===== src/design/caprf_map.svh =====
// register offsets, field positions, reset values, write masks and vector bases
`ifndef CAPRF_MAP_SVH
`define CAPRF_MAP_SVH
`define CAPRF_STACK_POINTER 8'h81
`define CAPRF_POINTER0_LOW 8'h82
`define CAPRF_POINTER0_HIGH 8'h83
`define CAPRF_POINTER1_LOW 8'h84
`define CAPRF_POINTER1_HIGH 8'h85
`define CAPRF_POINTER_SELECT 8'h86
`define CAPRF_FLASH_WAIT_STATES 8'h92
`define CAPRF_POINTER0_TOP 8'h93
`define CAPRF_POINTER1_TOP 8'h95
`define CAPRF_STACK_POINTER_UPPER 8'h9b
`define CAPRF_ADDRESSING_CONTROL 8'h9d
`define CAPRF_INTERRUPT_PROGRESS_STATUS 8'hc5
`define CAPRF_XDATA_RELOCATION 8'hc6
`define CAPRF_PROGRAM_STATUS_WORD 8'hd0
`define CAPRF_INDIRECT_HIGH_BYTE 8'hda
`define CAPRF_INDIRECT_UPPER_BYTE 8'hea
`define CAPRF_SECONDARY_OPERAND 8'hf0
`define CAPRF_WAIT_RESET 8'h07
`define CAPRF_WAIT_MASK 8'h0f
`define CAPRF_ADDRESSING_CONTROL_MASK 8'h2b
`define CAPRF_SELECT_MASK 8'he1
`define CAPRF_STATUS_MASK 8'h60
`define CAPRF_BIT_VECTOR_RELOCATE 5
`define CAPRF_BIT_ALT_HIGH_BYTE_ENABLE 3
`define CAPRF_BIT_STACK_EXTENDED_FLAG 2
`define CAPRF_BIT_ADDRESS_MODE_HI 1
`define CAPRF_BIT_POINTER1_DIRECTION 7
`define CAPRF_BIT_POINTER0_DIRECTION 6
`define CAPRF_BIT_TOGGLE_SELECT 5
`define CAPRF_BIT_SELECT 0
`define CAPRF_BIT_HIGH_PRIO 6
`define CAPRF_BIT_LOW_PRIO 5
`define CAPRF_VECTOR_BASE_RELOCATED 20'h0_b000
`define CAPRF_VECTOR_BASE_NORMAL 20'h0_0000
`endif


===== src/design/caprf_pkg.sv =====
// types shared by the addressing register block
package caprf_pkg;
	typedef enum logic [1:0] {CAPRF_FETCH_IDLE, CAPRF_FETCH_WAIT} caprf_fetch_e;
	typedef logic [7:0] caprf_byte_t;
endpackage : caprf_pkg


===== src/design/caprf_wait_timer.sv =====
// program fetch wait-state sequencer
`timescale 1ns/1ps
`include "caprf_map.svh"
module caprf_wait_timer
	import caprf_pkg::*;
#(
	parameter int WAIT_WIDTH = 4
) (
	input wire logic core_clk, // system clock
	input wire logic rst_n, // synchronous reset, active low
	input wire logic fetchReq, // fetch request pulse
	input wire logic [WAIT_WIDTH-1:0] waitCount, // programmed wait states
	output logic fetchReady // fetch completes this cycle
);
	initial begin
		if (WAIT_WIDTH < 1 || WAIT_WIDTH > 8) $error("caprf_wait_timer: bad WAIT_WIDTH");
	end

	typedef struct packed {
		caprf_fetch_e state;
		logic [WAIT_WIDTH-1:0] count;
		logic ready;
	} caprf_wait_s;

	caprf_wait_s cur_r;
	caprf_wait_s cur_nxt;

	// n programmed states stretch each fetch by exactly n cycles
	always_comb begin
		cur_nxt = cur_r;
		cur_nxt.ready = 1'b0;
		unique case (cur_r.state)
			CAPRF_FETCH_IDLE: begin
				if (fetchReq) begin
					if (waitCount == '0) begin
						cur_nxt.ready = 1'b1;
					end else begin
						cur_nxt.count = waitCount - 1'b1;
						cur_nxt.state = CAPRF_FETCH_WAIT;
					end
				end
			end
			CAPRF_FETCH_WAIT: begin
				if (cur_r.count == '0) begin
					cur_nxt.ready = 1'b1;
					cur_nxt.state = CAPRF_FETCH_IDLE;
				end else begin
					cur_nxt.count = cur_r.count - 1'b1;
				end
			end
			// stray codes fall back to idle rather than hang a fetch
			default: begin
				cur_nxt.state = CAPRF_FETCH_IDLE;
			end
		endcase
	end

	// state register
	always_ff @(posedge core_clk) begin
		if (!rst_n) begin
			cur_r <= '{state: CAPRF_FETCH_IDLE, count: '0, ready: 1'b0};
		end else begin
			cur_r <= cur_nxt;
		end
	end

	assign fetchReady = cur_r.ready;

	// a fetch completes programmed count plus one cycles after its request
	a_wait_zero: assert property (@(posedge core_clk) disable iff (!rst_n)
		(cur_r.state == CAPRF_FETCH_IDLE && fetchReq && waitCount == '0) |=> fetchReady)
		else $error("zero wait fetch not ready next cycle");
	a_wait_hold: assert property (@(posedge core_clk) disable iff (!rst_n)
		(cur_r.state == CAPRF_FETCH_IDLE && fetchReq && waitCount == 4'd2) |=> !fetchReady ##1 !fetchReady ##1 fetchReady)
		else $error("two wait fetch timing wrong");
endmodule : caprf_wait_timer


===== src/design/caprf_regs.sv =====
// addressing and pointer special-function registers of the cpu core
// Operation
// - wait field inserts n fetch cycles
// - wait register resets to seven
// - protected registers change only under timed access
// - push writes sp+1, pop reads sp
// - wide mode stack is upper:lower pointer
// - status bits show interrupt priority in service
// - serial activity status bits are reserved
// - relocation register resets zero, written only under timed access
// - narrow 16-bit, wide 20-bit program address
// - mode field 00 narrow, 1x wide
// - stack flag shows extended stack use
// - vector relocate bit moves vectors
// - indirect high byte from port or register
// - upper byte only for indirect moves
// - pointer moves form 24-bit address
// - select bit chooses active pointer
// - direction bits make increment decrement
// - top byte joins arithmetic in wide mode
// - status word field layout
// - secondary operand register, bit addressable
`timescale 1ns/1ps
`include "caprf_map.svh"
module caprf_regs
	import caprf_pkg::*;
#(
	parameter int WAIT_WIDTH = 4
) (
	input wire logic core_clk, // system clock
	input wire logic rst_n, // synchronous reset, active low
	input wire logic [7:0] regAddr, // register address
	input wire logic [7:0] regWdata, // write data
	input wire logic regWe, // byte write strobe
	input wire logic regBitWe, // single bit write strobe
	input wire logic [2:0] regBitSel, // bit position for bit write
	input wire logic timedAccess, // timed-access window open
	output logic [7:0] regRdata, // read data
	input wire logic highPrioInService, // high priority isr active
	input wire logic lowPrioInService, // low priority isr active
	input wire logic [7:0] accumulator, // accumulator value
	input wire logic stackPush, // push operation
	input wire logic stackPop, // pop operation
	output logic [15:0] stackRamAddr, // stack ram address
	output logic [7:0] stackWdata, // data written by push
	output logic stackWe, // stack ram write
	output logic stackRe, // stack ram read
	input wire logic pointerIncrement, // increment-pointer instruction
	input wire logic pointerUsed, // pointer instruction completed
	input wire logic movxIndirect, // register-indirect external move
	input wire logic movxPointer, // pointer-based external move
	input wire logic [7:0] indirectLow, // indirect register low byte
	input wire logic [7:0] portTwo, // port two latch
	output logic [23:0] xdataAddr, // external data address
	output logic xdataValid, // external data address valid
	input wire logic [19:0] programCounter, // program counter
	output logic [19:0] programAddr, // program fetch address
	output logic [19:0] vectorBase, // interrupt vector base
	input wire logic arithWe, // arithmetic unit result strobe
	input wire logic [7:0] arithProduct, // result for secondary operand
	input wire logic [7:0] flagsIn, // flags from arithmetic unit
	output logic [7:0] secondaryOperand, // secondary operand value
	output logic [7:0] programStatus, // status word value
	input wire logic fetchReq, // program fetch request
	output logic fetchReady // program fetch complete
);
	initial begin
		if (WAIT_WIDTH != 4) $error("caprf_regs: wait field must be 4 bits");
	end

	typedef struct packed {
		caprf_byte_t stackPtr;
		caprf_byte_t stackUpper;
		caprf_byte_t ptr0Low;
		caprf_byte_t ptr0High;
		caprf_byte_t ptr0Top;
		caprf_byte_t ptr1Low;
		caprf_byte_t ptr1High;
		caprf_byte_t ptr1Top;
		caprf_byte_t ptrSelect;
		caprf_byte_t waitStates;
		caprf_byte_t addrControl;
		caprf_byte_t relocation;
		caprf_byte_t statusWord;
		caprf_byte_t indHigh;
		caprf_byte_t indUpper;
		caprf_byte_t secondary;
		caprf_byte_t rdata;
		logic [15:0] stackAddr;
		logic [7:0] stackData;
		logic stackWr;
		logic stackRd;
		logic [23:0] xAddr;
		logic xValid;
		logic [19:0] pAddr;
		logic [19:0] vBase;
	} caprf_state_s;

	caprf_state_s cur_r;
	caprf_state_s cur_nxt;

	// merge a byte or single bit write into a register
	function automatic caprf_byte_t merge(input caprf_byte_t old, input logic byteWr, input logic bitWr,
		input logic [2:0] pos, input caprf_byte_t data, input caprf_byte_t mask);
		caprf_byte_t v;
		v = old;
		if (byteWr) v = data;
		if (bitWr) v[pos] = data[0];
		return (v & mask) | (old & ~mask);
	endfunction : merge

	// step a 24-bit pointer; top byte held in narrow mode
	function automatic logic [23:0] stepPtr(input logic [23:0] p, input logic down, input logic wide);
		logic [23:0] r;
		r = down ? p - 24'h00_0001 : p + 24'h00_0001;
		if (!wide) r[23:16] = p[23:16];
		return r;
	endfunction : stepPtr

	logic wideMode;
	logic [15:0] stackAddrNow;
	logic [23:0] ptrActive;
	logic [7:0] readMux;
	logic selBit;

	// wait-state timing lives in its own sequencer
	caprf_wait_timer #(.WAIT_WIDTH(WAIT_WIDTH)) uWait (
		.core_clk(core_clk),
		.rst_n(rst_n),
		.fetchReq(fetchReq),
		.waitCount(cur_r.waitStates[3:0]),
		.fetchReady(fetchReady)
	);

	// derived addressing terms
	always_comb begin
		wideMode = cur_r.addrControl[`CAPRF_BIT_ADDRESS_MODE_HI];
		stackAddrNow = wideMode ? {cur_r.stackUpper, cur_r.stackPtr} : {8'h00, cur_r.stackPtr};
		selBit = cur_r.ptrSelect[`CAPRF_BIT_SELECT];
		ptrActive = selBit ? {cur_r.ptr1Top, cur_r.ptr1High, cur_r.ptr1Low}
			: {cur_r.ptr0Top, cur_r.ptr0High, cur_r.ptr0Low};
	end

	// read decode; unmapped addresses read zero
	always_comb begin
		unique case (regAddr)
			`CAPRF_STACK_POINTER: readMux = cur_r.stackPtr;
			`CAPRF_POINTER0_LOW: readMux = cur_r.ptr0Low;
			`CAPRF_POINTER0_HIGH: readMux = cur_r.ptr0High;
			`CAPRF_POINTER1_LOW: readMux = cur_r.ptr1Low;
			`CAPRF_POINTER1_HIGH: readMux = cur_r.ptr1High;
			`CAPRF_POINTER_SELECT: readMux = cur_r.ptrSelect;
			`CAPRF_FLASH_WAIT_STATES: readMux = cur_r.waitStates;
			`CAPRF_POINTER0_TOP: readMux = cur_r.ptr0Top;
			`CAPRF_POINTER1_TOP: readMux = cur_r.ptr1Top;
			`CAPRF_STACK_POINTER_UPPER: readMux = cur_r.stackUpper;
			`CAPRF_ADDRESSING_CONTROL: readMux = cur_r.addrControl;
			// only in-service bits live here; serial activity bits stay zero
			`CAPRF_INTERRUPT_PROGRESS_STATUS: readMux = {1'b0, highPrioInService, lowPrioInService, 5'h00};
			`CAPRF_XDATA_RELOCATION: readMux = cur_r.relocation;
			`CAPRF_PROGRAM_STATUS_WORD: readMux = cur_r.statusWord;
			`CAPRF_INDIRECT_HIGH_BYTE: readMux = cur_r.indHigh;
			`CAPRF_INDIRECT_UPPER_BYTE: readMux = cur_r.indUpper;
			`CAPRF_SECONDARY_OPERAND: readMux = cur_r.secondary;
			default: readMux = 8'h00;
		endcase
	end

	// next state of every register
	always_comb begin
		logic ta;
		logic [23:0] p0;
		logic [23:0] p1;
		logic [7:0] sel;
		ta = timedAccess;
		p0 = {cur_r.ptr0Top, cur_r.ptr0High, cur_r.ptr0Low};
		p1 = {cur_r.ptr1Top, cur_r.ptr1High, cur_r.ptr1Low};
		sel = 8'h00;
		cur_nxt = cur_r;
		cur_nxt.rdata = readMux;
		cur_nxt.stackPtr = merge(cur_r.stackPtr, regWe && regAddr == `CAPRF_STACK_POINTER,
			regBitWe && regAddr == `CAPRF_STACK_POINTER, regBitSel, regWdata, 8'hff);
		cur_nxt.stackUpper = merge(cur_r.stackUpper, regWe && regAddr == `CAPRF_STACK_POINTER_UPPER,
			1'b0, regBitSel, regWdata, 8'hff);
		cur_nxt.ptr0Low = merge(cur_r.ptr0Low, regWe && regAddr == `CAPRF_POINTER0_LOW, 1'b0, regBitSel, regWdata, 8'hff);
		cur_nxt.ptr0High = merge(cur_r.ptr0High, regWe && regAddr == `CAPRF_POINTER0_HIGH, 1'b0, regBitSel, regWdata, 8'hff);
		cur_nxt.ptr0Top = merge(cur_r.ptr0Top, regWe && regAddr == `CAPRF_POINTER0_TOP, 1'b0, regBitSel, regWdata, 8'hff);
		cur_nxt.ptr1Low = merge(cur_r.ptr1Low, regWe && regAddr == `CAPRF_POINTER1_LOW, 1'b0, regBitSel, regWdata, 8'hff);
		cur_nxt.ptr1High = merge(cur_r.ptr1High, regWe && regAddr == `CAPRF_POINTER1_HIGH, 1'b0, regBitSel, regWdata, 8'hff);
		cur_nxt.ptr1Top = merge(cur_r.ptr1Top, regWe && regAddr == `CAPRF_POINTER1_TOP, 1'b0, regBitSel, regWdata, 8'hff);
		cur_nxt.ptrSelect = merge(cur_r.ptrSelect, regWe && regAddr == `CAPRF_POINTER_SELECT, 1'b0, regBitSel,
			regWdata, `CAPRF_SELECT_MASK);
		// protected registers ignore writes outside the timed-access window
		cur_nxt.waitStates = merge(cur_r.waitStates, ta && regWe && regAddr == `CAPRF_FLASH_WAIT_STATES,
			1'b0, regBitSel, regWdata, `CAPRF_WAIT_MASK);
		cur_nxt.relocation = merge(cur_r.relocation, ta && regWe && regAddr == `CAPRF_XDATA_RELOCATION,
			1'b0, regBitSel, regWdata, 8'hff);
		cur_nxt.addrControl = merge(cur_r.addrControl, ta && regWe && regAddr == `CAPRF_ADDRESSING_CONTROL,
			1'b0, regBitSel, regWdata, `CAPRF_ADDRESSING_CONTROL_MASK);
		// stack flag is read-only and mirrors the mode
		cur_nxt.addrControl[`CAPRF_BIT_STACK_EXTENDED_FLAG] = cur_nxt.addrControl[`CAPRF_BIT_ADDRESS_MODE_HI];
		cur_nxt.indHigh = merge(cur_r.indHigh, regWe && regAddr == `CAPRF_INDIRECT_HIGH_BYTE, 1'b0, regBitSel, regWdata, 8'hff);
		cur_nxt.indUpper = merge(cur_r.indUpper, regWe && regAddr == `CAPRF_INDIRECT_UPPER_BYTE, 1'b0, regBitSel,
			regWdata, 8'hff);
		// status word and secondary operand are bit addressable
		cur_nxt.statusWord = arithWe ? flagsIn : cur_r.statusWord;
		cur_nxt.statusWord = merge(cur_nxt.statusWord, regWe && regAddr == `CAPRF_PROGRAM_STATUS_WORD,
			regBitWe && regAddr == `CAPRF_PROGRAM_STATUS_WORD, regBitSel, regWdata, 8'hff);
		cur_nxt.secondary = arithWe ? arithProduct : cur_r.secondary;
		cur_nxt.secondary = merge(cur_nxt.secondary, regWe && regAddr == `CAPRF_SECONDARY_OPERAND,
			regBitWe && regAddr == `CAPRF_SECONDARY_OPERAND, regBitSel, regWdata, 8'hff);
		// push pre-increments, pop reads at the pointer then decrements
		cur_nxt.stackWr = 1'b0;
		cur_nxt.stackRd = 1'b0;
		if (stackPush) begin
			// narrow stack address wraps inside the 256-byte internal ram
			cur_nxt.stackAddr = wideMode ? stackAddrNow + 16'h0001
				: {8'h00, cur_r.stackPtr + 8'h01};
			cur_nxt.stackData = accumulator;
			cur_nxt.stackWr = 1'b1;
			{cur_nxt.stackUpper, cur_nxt.stackPtr} = wideMode ? stackAddrNow + 16'h0001
				: {cur_r.stackUpper, cur_r.stackPtr + 8'h01};
		end else if (stackPop) begin
			cur_nxt.stackAddr = stackAddrNow;
			cur_nxt.stackRd = 1'b1;
			{cur_nxt.stackUpper, cur_nxt.stackPtr} = wideMode ? stackAddrNow - 16'h0001
				: {cur_r.stackUpper, cur_r.stackPtr - 8'h01};
		end
		// pointer arithmetic on the active pointer only
		if (pointerIncrement) begin
			if (selBit) begin
				{cur_nxt.ptr1Top, cur_nxt.ptr1High, cur_nxt.ptr1Low} =
					stepPtr(p1, cur_r.ptrSelect[`CAPRF_BIT_POINTER1_DIRECTION], wideMode);
			end else begin
				{cur_nxt.ptr0Top, cur_nxt.ptr0High, cur_nxt.ptr0Low} =
					stepPtr(p0, cur_r.ptrSelect[`CAPRF_BIT_POINTER0_DIRECTION], wideMode);
			end
		end
		sel = cur_nxt.ptrSelect;
		if (pointerUsed && cur_r.ptrSelect[`CAPRF_BIT_TOGGLE_SELECT]) begin
			sel[`CAPRF_BIT_SELECT] = ~cur_r.ptrSelect[`CAPRF_BIT_SELECT];
		end
		cur_nxt.ptrSelect = sel;
		// external data address forming
		cur_nxt.xValid = movxIndirect || movxPointer;
		if (movxPointer) begin
			cur_nxt.xAddr = ptrActive;
		end else if (movxIndirect) begin
			cur_nxt.xAddr = {cur_r.indUpper,
				cur_r.addrControl[`CAPRF_BIT_ALT_HIGH_BYTE_ENABLE] ? cur_r.indHigh : portTwo, indirectLow};
		end
		// program addresses are 16 bits wide in narrow mode
		cur_nxt.pAddr = wideMode ? programCounter : {4'h0, programCounter[15:0]};
		cur_nxt.vBase = cur_r.addrControl[`CAPRF_BIT_VECTOR_RELOCATE] ? `CAPRF_VECTOR_BASE_RELOCATED
			: `CAPRF_VECTOR_BASE_NORMAL;
	end

	// all registers reset synchronously to documented values
	always_ff @(posedge core_clk) begin
		if (!rst_n) begin
			cur_r <= '0;
			cur_r.waitStates <= `CAPRF_WAIT_RESET;
		end else begin
			cur_r <= cur_nxt;
		end
	end

	assign regRdata = cur_r.rdata;
	assign stackRamAddr = cur_r.stackAddr;
	assign stackWdata = cur_r.stackData;
	assign stackWe = cur_r.stackWr;
	assign stackRe = cur_r.stackRd;
	assign xdataAddr = cur_r.xAddr;
	assign xdataValid = cur_r.xValid;
	assign programAddr = cur_r.pAddr;
	assign vectorBase = cur_r.vBase;
	assign secondaryOperand = cur_r.secondary;
	assign programStatus = cur_r.statusWord;

	// protection, reset values and masked bits
	a_protect_wait: assert property (@(posedge core_clk) disable iff (!rst_n)
		(regWe && !timedAccess && regAddr == `CAPRF_FLASH_WAIT_STATES) |=> $stable(cur_r.waitStates))
		else $error("unprotected write changed wait states");
	a_protect_reloc: assert property (@(posedge core_clk) disable iff (!rst_n)
		(regWe && !timedAccess && regAddr == `CAPRF_XDATA_RELOCATION) |=> $stable(cur_r.relocation))
		else $error("unprotected write changed relocation");
	a_protect_mode: assert property (@(posedge core_clk) disable iff (!rst_n)
		(regWe && !timedAccess && regAddr == `CAPRF_ADDRESSING_CONTROL) |=> $stable(cur_r.addrControl))
		else $error("unprotected write changed addressing control");
	a_wait_reset: assert property (@(posedge core_clk) $fell(rst_n) |=> cur_r.waitStates == 8'h07)
		else $error("wait states not seven after reset");
	a_reserved_zero: assert property (@(posedge core_clk) disable iff (!rst_n)
		cur_r.waitStates[7:4] == 4'h0 && cur_r.ptrSelect[4:1] == 4'h0 && cur_r.addrControl[7:6] == 2'b00
		&& !cur_r.addrControl[4])
		else $error("reserved bit set");
	// stack addressing in both modes
	a_push_addr: assert property (@(posedge core_clk) disable iff (!rst_n)
		(stackPush && !wideMode) |=> stackWe && stackRamAddr == {8'h00, $past(cur_r.stackPtr) + 8'h01})
		else $error("push address wrong");
	a_push_data: assert property (@(posedge core_clk) disable iff (!rst_n)
		stackPush |=> stackWdata == $past(accumulator))
		else $error("push data wrong");
	a_pop_addr: assert property (@(posedge core_clk) disable iff (!rst_n)
		(stackPop && !stackPush && !wideMode) |=> stackRe && stackRamAddr == {8'h00, $past(cur_r.stackPtr)})
		else $error("pop address wrong");
	a_wide_push: assert property (@(posedge core_clk) disable iff (!rst_n)
		(stackPush && wideMode) |=> stackWe
		&& stackRamAddr - 16'h0001 == {$past(cur_r.stackUpper), $past(cur_r.stackPtr)})
		else $error("wide push address wrong");
	// read-only status and program addressing
	a_status_bits: assert property (@(posedge core_clk) disable iff (!rst_n)
		(regAddr == `CAPRF_INTERRUPT_PROGRESS_STATUS) |=> regRdata[4:0] == 5'h00 && regRdata[7] == 1'b0)
		else $error("reserved status bits nonzero");
	a_prio_bits: assert property (@(posedge core_clk) disable iff (!rst_n)
		(regAddr == `CAPRF_INTERRUPT_PROGRESS_STATUS) |=> regRdata[6] == $past(highPrioInService)
		&& regRdata[5] == $past(lowPrioInService))
		else $error("in-service bits wrong");
	a_narrow_program: assert property (@(posedge core_clk) disable iff (!rst_n)
		!wideMode |=> programAddr == {4'h0, $past(programCounter[15:0])})
		else $error("narrow program address wrong");
	a_wide_program: assert property (@(posedge core_clk) disable iff (!rst_n)
		wideMode |=> programAddr == $past(programCounter))
		else $error("wide program address wrong");
	a_vector_base: assert property (@(posedge core_clk) disable iff (!rst_n)
		1'b1 |=> vectorBase == ($past(cur_r.addrControl[`CAPRF_BIT_VECTOR_RELOCATE]) ? 20'h0_b000 : 20'h0_0000))
		else $error("vector base wrong");
	// external data addresses and pointer control
	a_indirect_high: assert property (@(posedge core_clk) disable iff (!rst_n)
		(movxIndirect && !movxPointer) |=> xdataAddr[23:16] == $past(cur_r.indUpper)
		&& xdataAddr[15:8] == ($past(cur_r.addrControl[3]) ? $past(cur_r.indHigh) : $past(portTwo)))
		else $error("indirect address wrong");
	a_pointer_addr: assert property (@(posedge core_clk) disable iff (!rst_n)
		movxPointer |=> xdataAddr == $past(ptrActive))
		else $error("pointer address wrong");
	a_select_first: assert property (@(posedge core_clk) disable iff (!rst_n)
		(movxPointer && !selBit) |=> xdataAddr == {$past(cur_r.ptr0Top), $past(cur_r.ptr0High), $past(cur_r.ptr0Low)})
		else $error("first pointer not used");
	a_select_second: assert property (@(posedge core_clk) disable iff (!rst_n)
		(movxPointer && selBit) |=> xdataAddr == {$past(cur_r.ptr1Top), $past(cur_r.ptr1High), $past(cur_r.ptr1Low)})
		else $error("second pointer not used");
	a_narrow_top: assert property (@(posedge core_clk) disable iff (!rst_n)
		(pointerIncrement && !wideMode && !regWe) |=> $stable(cur_r.ptr0Top) && $stable(cur_r.ptr1Top))
		else $error("top byte moved in narrow mode");
	a_toggle_select: assert property (@(posedge core_clk) disable iff (!rst_n)
		(pointerUsed && cur_r.ptrSelect[5] && !regWe) |=> selBit != $past(selBit))
		else $error("select did not toggle");
	a_stack_flag: assert property (@(posedge core_clk) disable iff (!rst_n)
		cur_r.addrControl[2] == cur_r.addrControl[1])
		else $error("stack flag mismatch");
endmodule : caprf_regs


===== config.mk =====
export PLATFORM = sky130hd
export DESIGN_NAME = caprf_regs
export DESIGN_NICKNAME = d
export VERILOG_FILES = /design/src/design/caprf_pkg.sv /design/src/design/caprf_wait_timer.sv /design/src/design/caprf_regs.sv
export VERILOG_INCLUDE_DIRS = /design/src /design/src/design
export SDC_FILE = /design/constraint.sdc
export NUM_CORES = 1
export LEC_CHECK = 0
export BUFFER_PORTS_ARGS = -buffer_cell sky130_fd_sc_hd__buf_4
export CAP_MARGIN = 10
export CORE_ASPECT_RATIO = 0.75
export CORE_UTILIZATION = 42
export CTS_BUF_LIST = sky130_fd_sc_hd__clkbuf_8
export DETAILED_ROUTE_END_ITERATION = 7
export PLACE_DENSITY = 0.73
export SYNTH_ARGS = -nofsm -noshare
export SYNTH_HDL_FRONTEND = slang
export SYNTH_SLANG_ARGS = --single-unit

===== constraint.sdc =====
create_clock -name core_clk -period 5.59 [get_ports core_clk]
set_input_delay 0 -clock core_clk [delete_from_list [all_inputs] [get_ports core_clk]]
set_output_delay 0 -clock core_clk [all_outputs]
set_load 0.01 [all_outputs]

==> flow_metrics.py <==
metrics = {
    "status": {
        "status": "complete, no violations",
    },
    "timing": {
        "hold-worst-slack_ns": 0.0483,
        "setup_tns_ns": 0,
        "finalHoldViolations": 0,
        "maxSlewHeadroom": 0.217,
        "rsz0062_at_grt": "false",
        "min_period_ns": 3.36,
        "drv_slew": 0,
        "worst_pin_slew_ns": 1.16,
        "finalSetupViolCount": 0,
        "skew_ns": 0.0392,
        "post-route-period-util": 0.602,
        "max_freq_mhz": 297,
    },
    "clock_tree": {
        "clkLatencyLatePin_ns": 0.58,
        "cts.sinks": 202,
        "cts-root-buf": "clkbuf_8",
        "tritoncts.num_buffers": 37,
        "cts-resized-gates": 0,
        "clockBufferDepth": 3,
        "clk_pin_slew_worst_paths_ns": 0.06,
        "cts_htree_levels": 2,
        "cts_tree": "built",
    },
    "die": {
        "start_util": 0.433,
        "die_w_um": 214,
        "io_pins": 210,
        "dieArea_um2": 34600,
        "rows": 57,
        "fp.coreArea_um2": 32800,
        "die_height_um": 161,
    },
    "worst_hold_path": {
        "min_path_type": "in2reg",
    },
    "yosys": {
        "synth_edf_count": 0,
        "syn-cell-area_um2": 14200,
        "synth_top_area_share": 0.285,
        "synthFlopType": "dfxtp_1",
        "yosys_warnings": 0,
        "synth_common_cells": "dfxtp_1, nand2_1, nor2_1",
        "yosysTopAreaCell": "dfxtp_1",
        "synth_async_sr_flop_share": 0,
        "synth_area_leaders": "dfxtp_1, mux2i_1, buf_4",
        "synth_cell_types": 84,
        "synth-seq-cells": 202,
        "synth.avg_cell_area_um2": 7.90,
        "syn_inst": 1798,
        "yosysSeqAreaShare": 0.285,
    },
    "global_routing": {
        "grt_pass1_wl_um": 78400,
        "grt_usage": 0.287,
        "grt_overflow_total": 0,
        "grt_max_degree": 75,
        "antenna_found_initial": 2,
        "grt_pass1_vias": 13400,
    },
    "detailed_routing": {
        "first_pass_iters": 6,
        "drcViolationCount": 0,
        "ant_nets": 0,
        "via_per_inst": 6.00,
        "wl_um": 51700,
        "wl_per_cell_um": 21.5,
        "vias": 14400,
        "drt_iter0_markers": 1888,
    },
    "worst_setup_path": {
        "worstSetupPathType": "reg2reg",
        "worst_setup_path_start_kind": "register",
        "end_kind": "register",
        "worstSetupStartpoint": "cur_r[162]$_SDFFE_PN0P_",
        "endpoint": "cur_r[167]$_SDFFE_PN0P_",
        "worstPathArrival_ns": 3.79,
        "r2r_end": "cur_r[167]$_SDFFE_PN0P_",
        "cp.required_ns": 6.02,
        "r2r-start": "cur_r[162]$_SDFFE_PN0P_",
        "reg2reg_slack_ns": 2.23,
        "crit_fanout": 26,
        "reg2regPathDepth": 10,
    },
    "power": {
        "p_leak_nw": 7.44,
        "power_density_nw_per_um2": 212,
        "ir_worst_vdd_uv": 113,
    },
    "place": {
        "place_area_um2": 15000,
        "hpwl_um": 35400,
        "port_buffers": 192,
        "dp_cells": 2222,
        "place.gp.congestion": 1.01,
    },
    "run": {
        "cap_violations": 0,
    },
    "final_layout": {
        "seqCellArea_um2": 4040,
        "stdcell_area_um2": 17000,
        "fin_cells": 2408,
        "fin_util": 0.517,
        "nNetsFinal": 2085,
        "drive_gt1_frac": 0.155,
        "area_growth_syn_to_layout_pct": 19.5,
        "n_fill_cell": 3119,
        "multi_input_area_um2": 8790,
    },
}
placed cells by master (no fill, tap or decap), types with 50 or more instances in the layout:
cell           count
buf_4            203
nand2_1          202
dfxtp_1          202
nor2_1           129
a21oi_1          123
dlygate4sd3_1    122
mux2i_1          105
o21ai_0           86
nand3_1           79
nor2b_1           50
state kept, by name, indices dropped and copies added, names as in the netlist:
| name | cells |
|---|---|
| stackRamAddr | 16 |
| xdataValid | 1 |
| programStatus | 8 |
| uWait.fetchReady | 1 |
| programAddr | 20 |
| regRdata | 8 |
| stackWe | 1 |
| vectorBase | 1 |
| secondaryOperand | 8 |
| stackWdata | 8 |
| cur_r | 100 |
| xdataAddr | 24 |
| uWait.cur_r | 5 |
| stackRe | 1 |
per-stage QoR:
stage / setup WS [ns] / power, mW
3_3_place_gp: 2.31 / 2.05
2_1_floorplan: 2.71 / 1.91
6_report: 2.23 / 3.60
4_1_cts: 2.25 / 3.58
3_5_place_dp: 2.25 / 2.06
5_1_grt: 1.84 / 3.72
how the worst min path moves through the flow:
stage,startpoint,endpoint,slack (ns),depth (start not counted)
after floorplan,programCounter[0],programAddr[0]$_SDFF_PN0_,0.13,1
after global placement,programCounter[8],programAddr[8]$_SDFF_PN0_,0.21,2
after detailed placement,programCounter[7],programAddr[7]$_SDFF_PN0_,0.21,2
after CTS,regBitSel[1],programStatus[1]$_SDFF_PN0_,0.01,5
after global routing,regAddr[4],cur_r[109]$_SDFFE_PN0P_,0.08,5
final,regBitSel[1],programStatus[1]$_SDFF_PN0_,0.05,5
worst max-delay path, stage by stage, from the launching register on:
cell       delay, ns
dfxtp_1         1.08
inv_1           0.17
fa_1            0.48
nor2b_1         0.20
o2111ai_1       0.16
and3_1          0.22
nor3_1          0.24
o21ai_0         0.20
o21ai_0         0.26
xnor2_1         0.15
a21oi_1         0.08
per-layer routing:
metal | up-vias | GRT usage | share of wire
li1 | 6621 | - | -
met1 | 6851 | 0.411 | 0.44
met2 | 822 | 0.418 | 0.42
met3 | 142 | 0.0663 | 0.11
met4 | 0 | 0.103 | 0.031
met5 | - | 0 | 0
layout make-up:
cell class,count,share of cell area
inverter,28,0.00619
timing repair buffer,325,0.162
multi-input combinational,1347,0.518
tap,442,0.0326
sequential,202,0.238
antenna,3,0.000442
clock buffer,46,0.0373
clock inverter,15,0.00538
cell families (layout without fill, tap and decap cells):
kind of cell             Yosys count  in the layout  share of synthesized area
XOR/XNOR                          57             57                     0.0351
other                              1             20                   0.000264
adder cells (fa/ha/maj)           50             50                     0.0451
multiplexers                     131            131                     0.0954
AND/OR/NAND/NOR                  620            620                      0.213
flip-flops                       202            202                      0.285
buffers and inverters            265            414                      0.101
AO/OA/AOI/OAI                    472            472                      0.225
report_power, final:
group | switching (mW) | internal (mW)
clock | 0.691 | 0.784
sequential | 0.0618 | 1.49
combinational | 0.299 | 0.276
total | 1.05 | 2.55
repair_timing:
item,CTS,global route
buffers inserted,0,0
hold buffers,122,0
hold endpoints to repair,144,0
(Power assumes the default switching activity.)
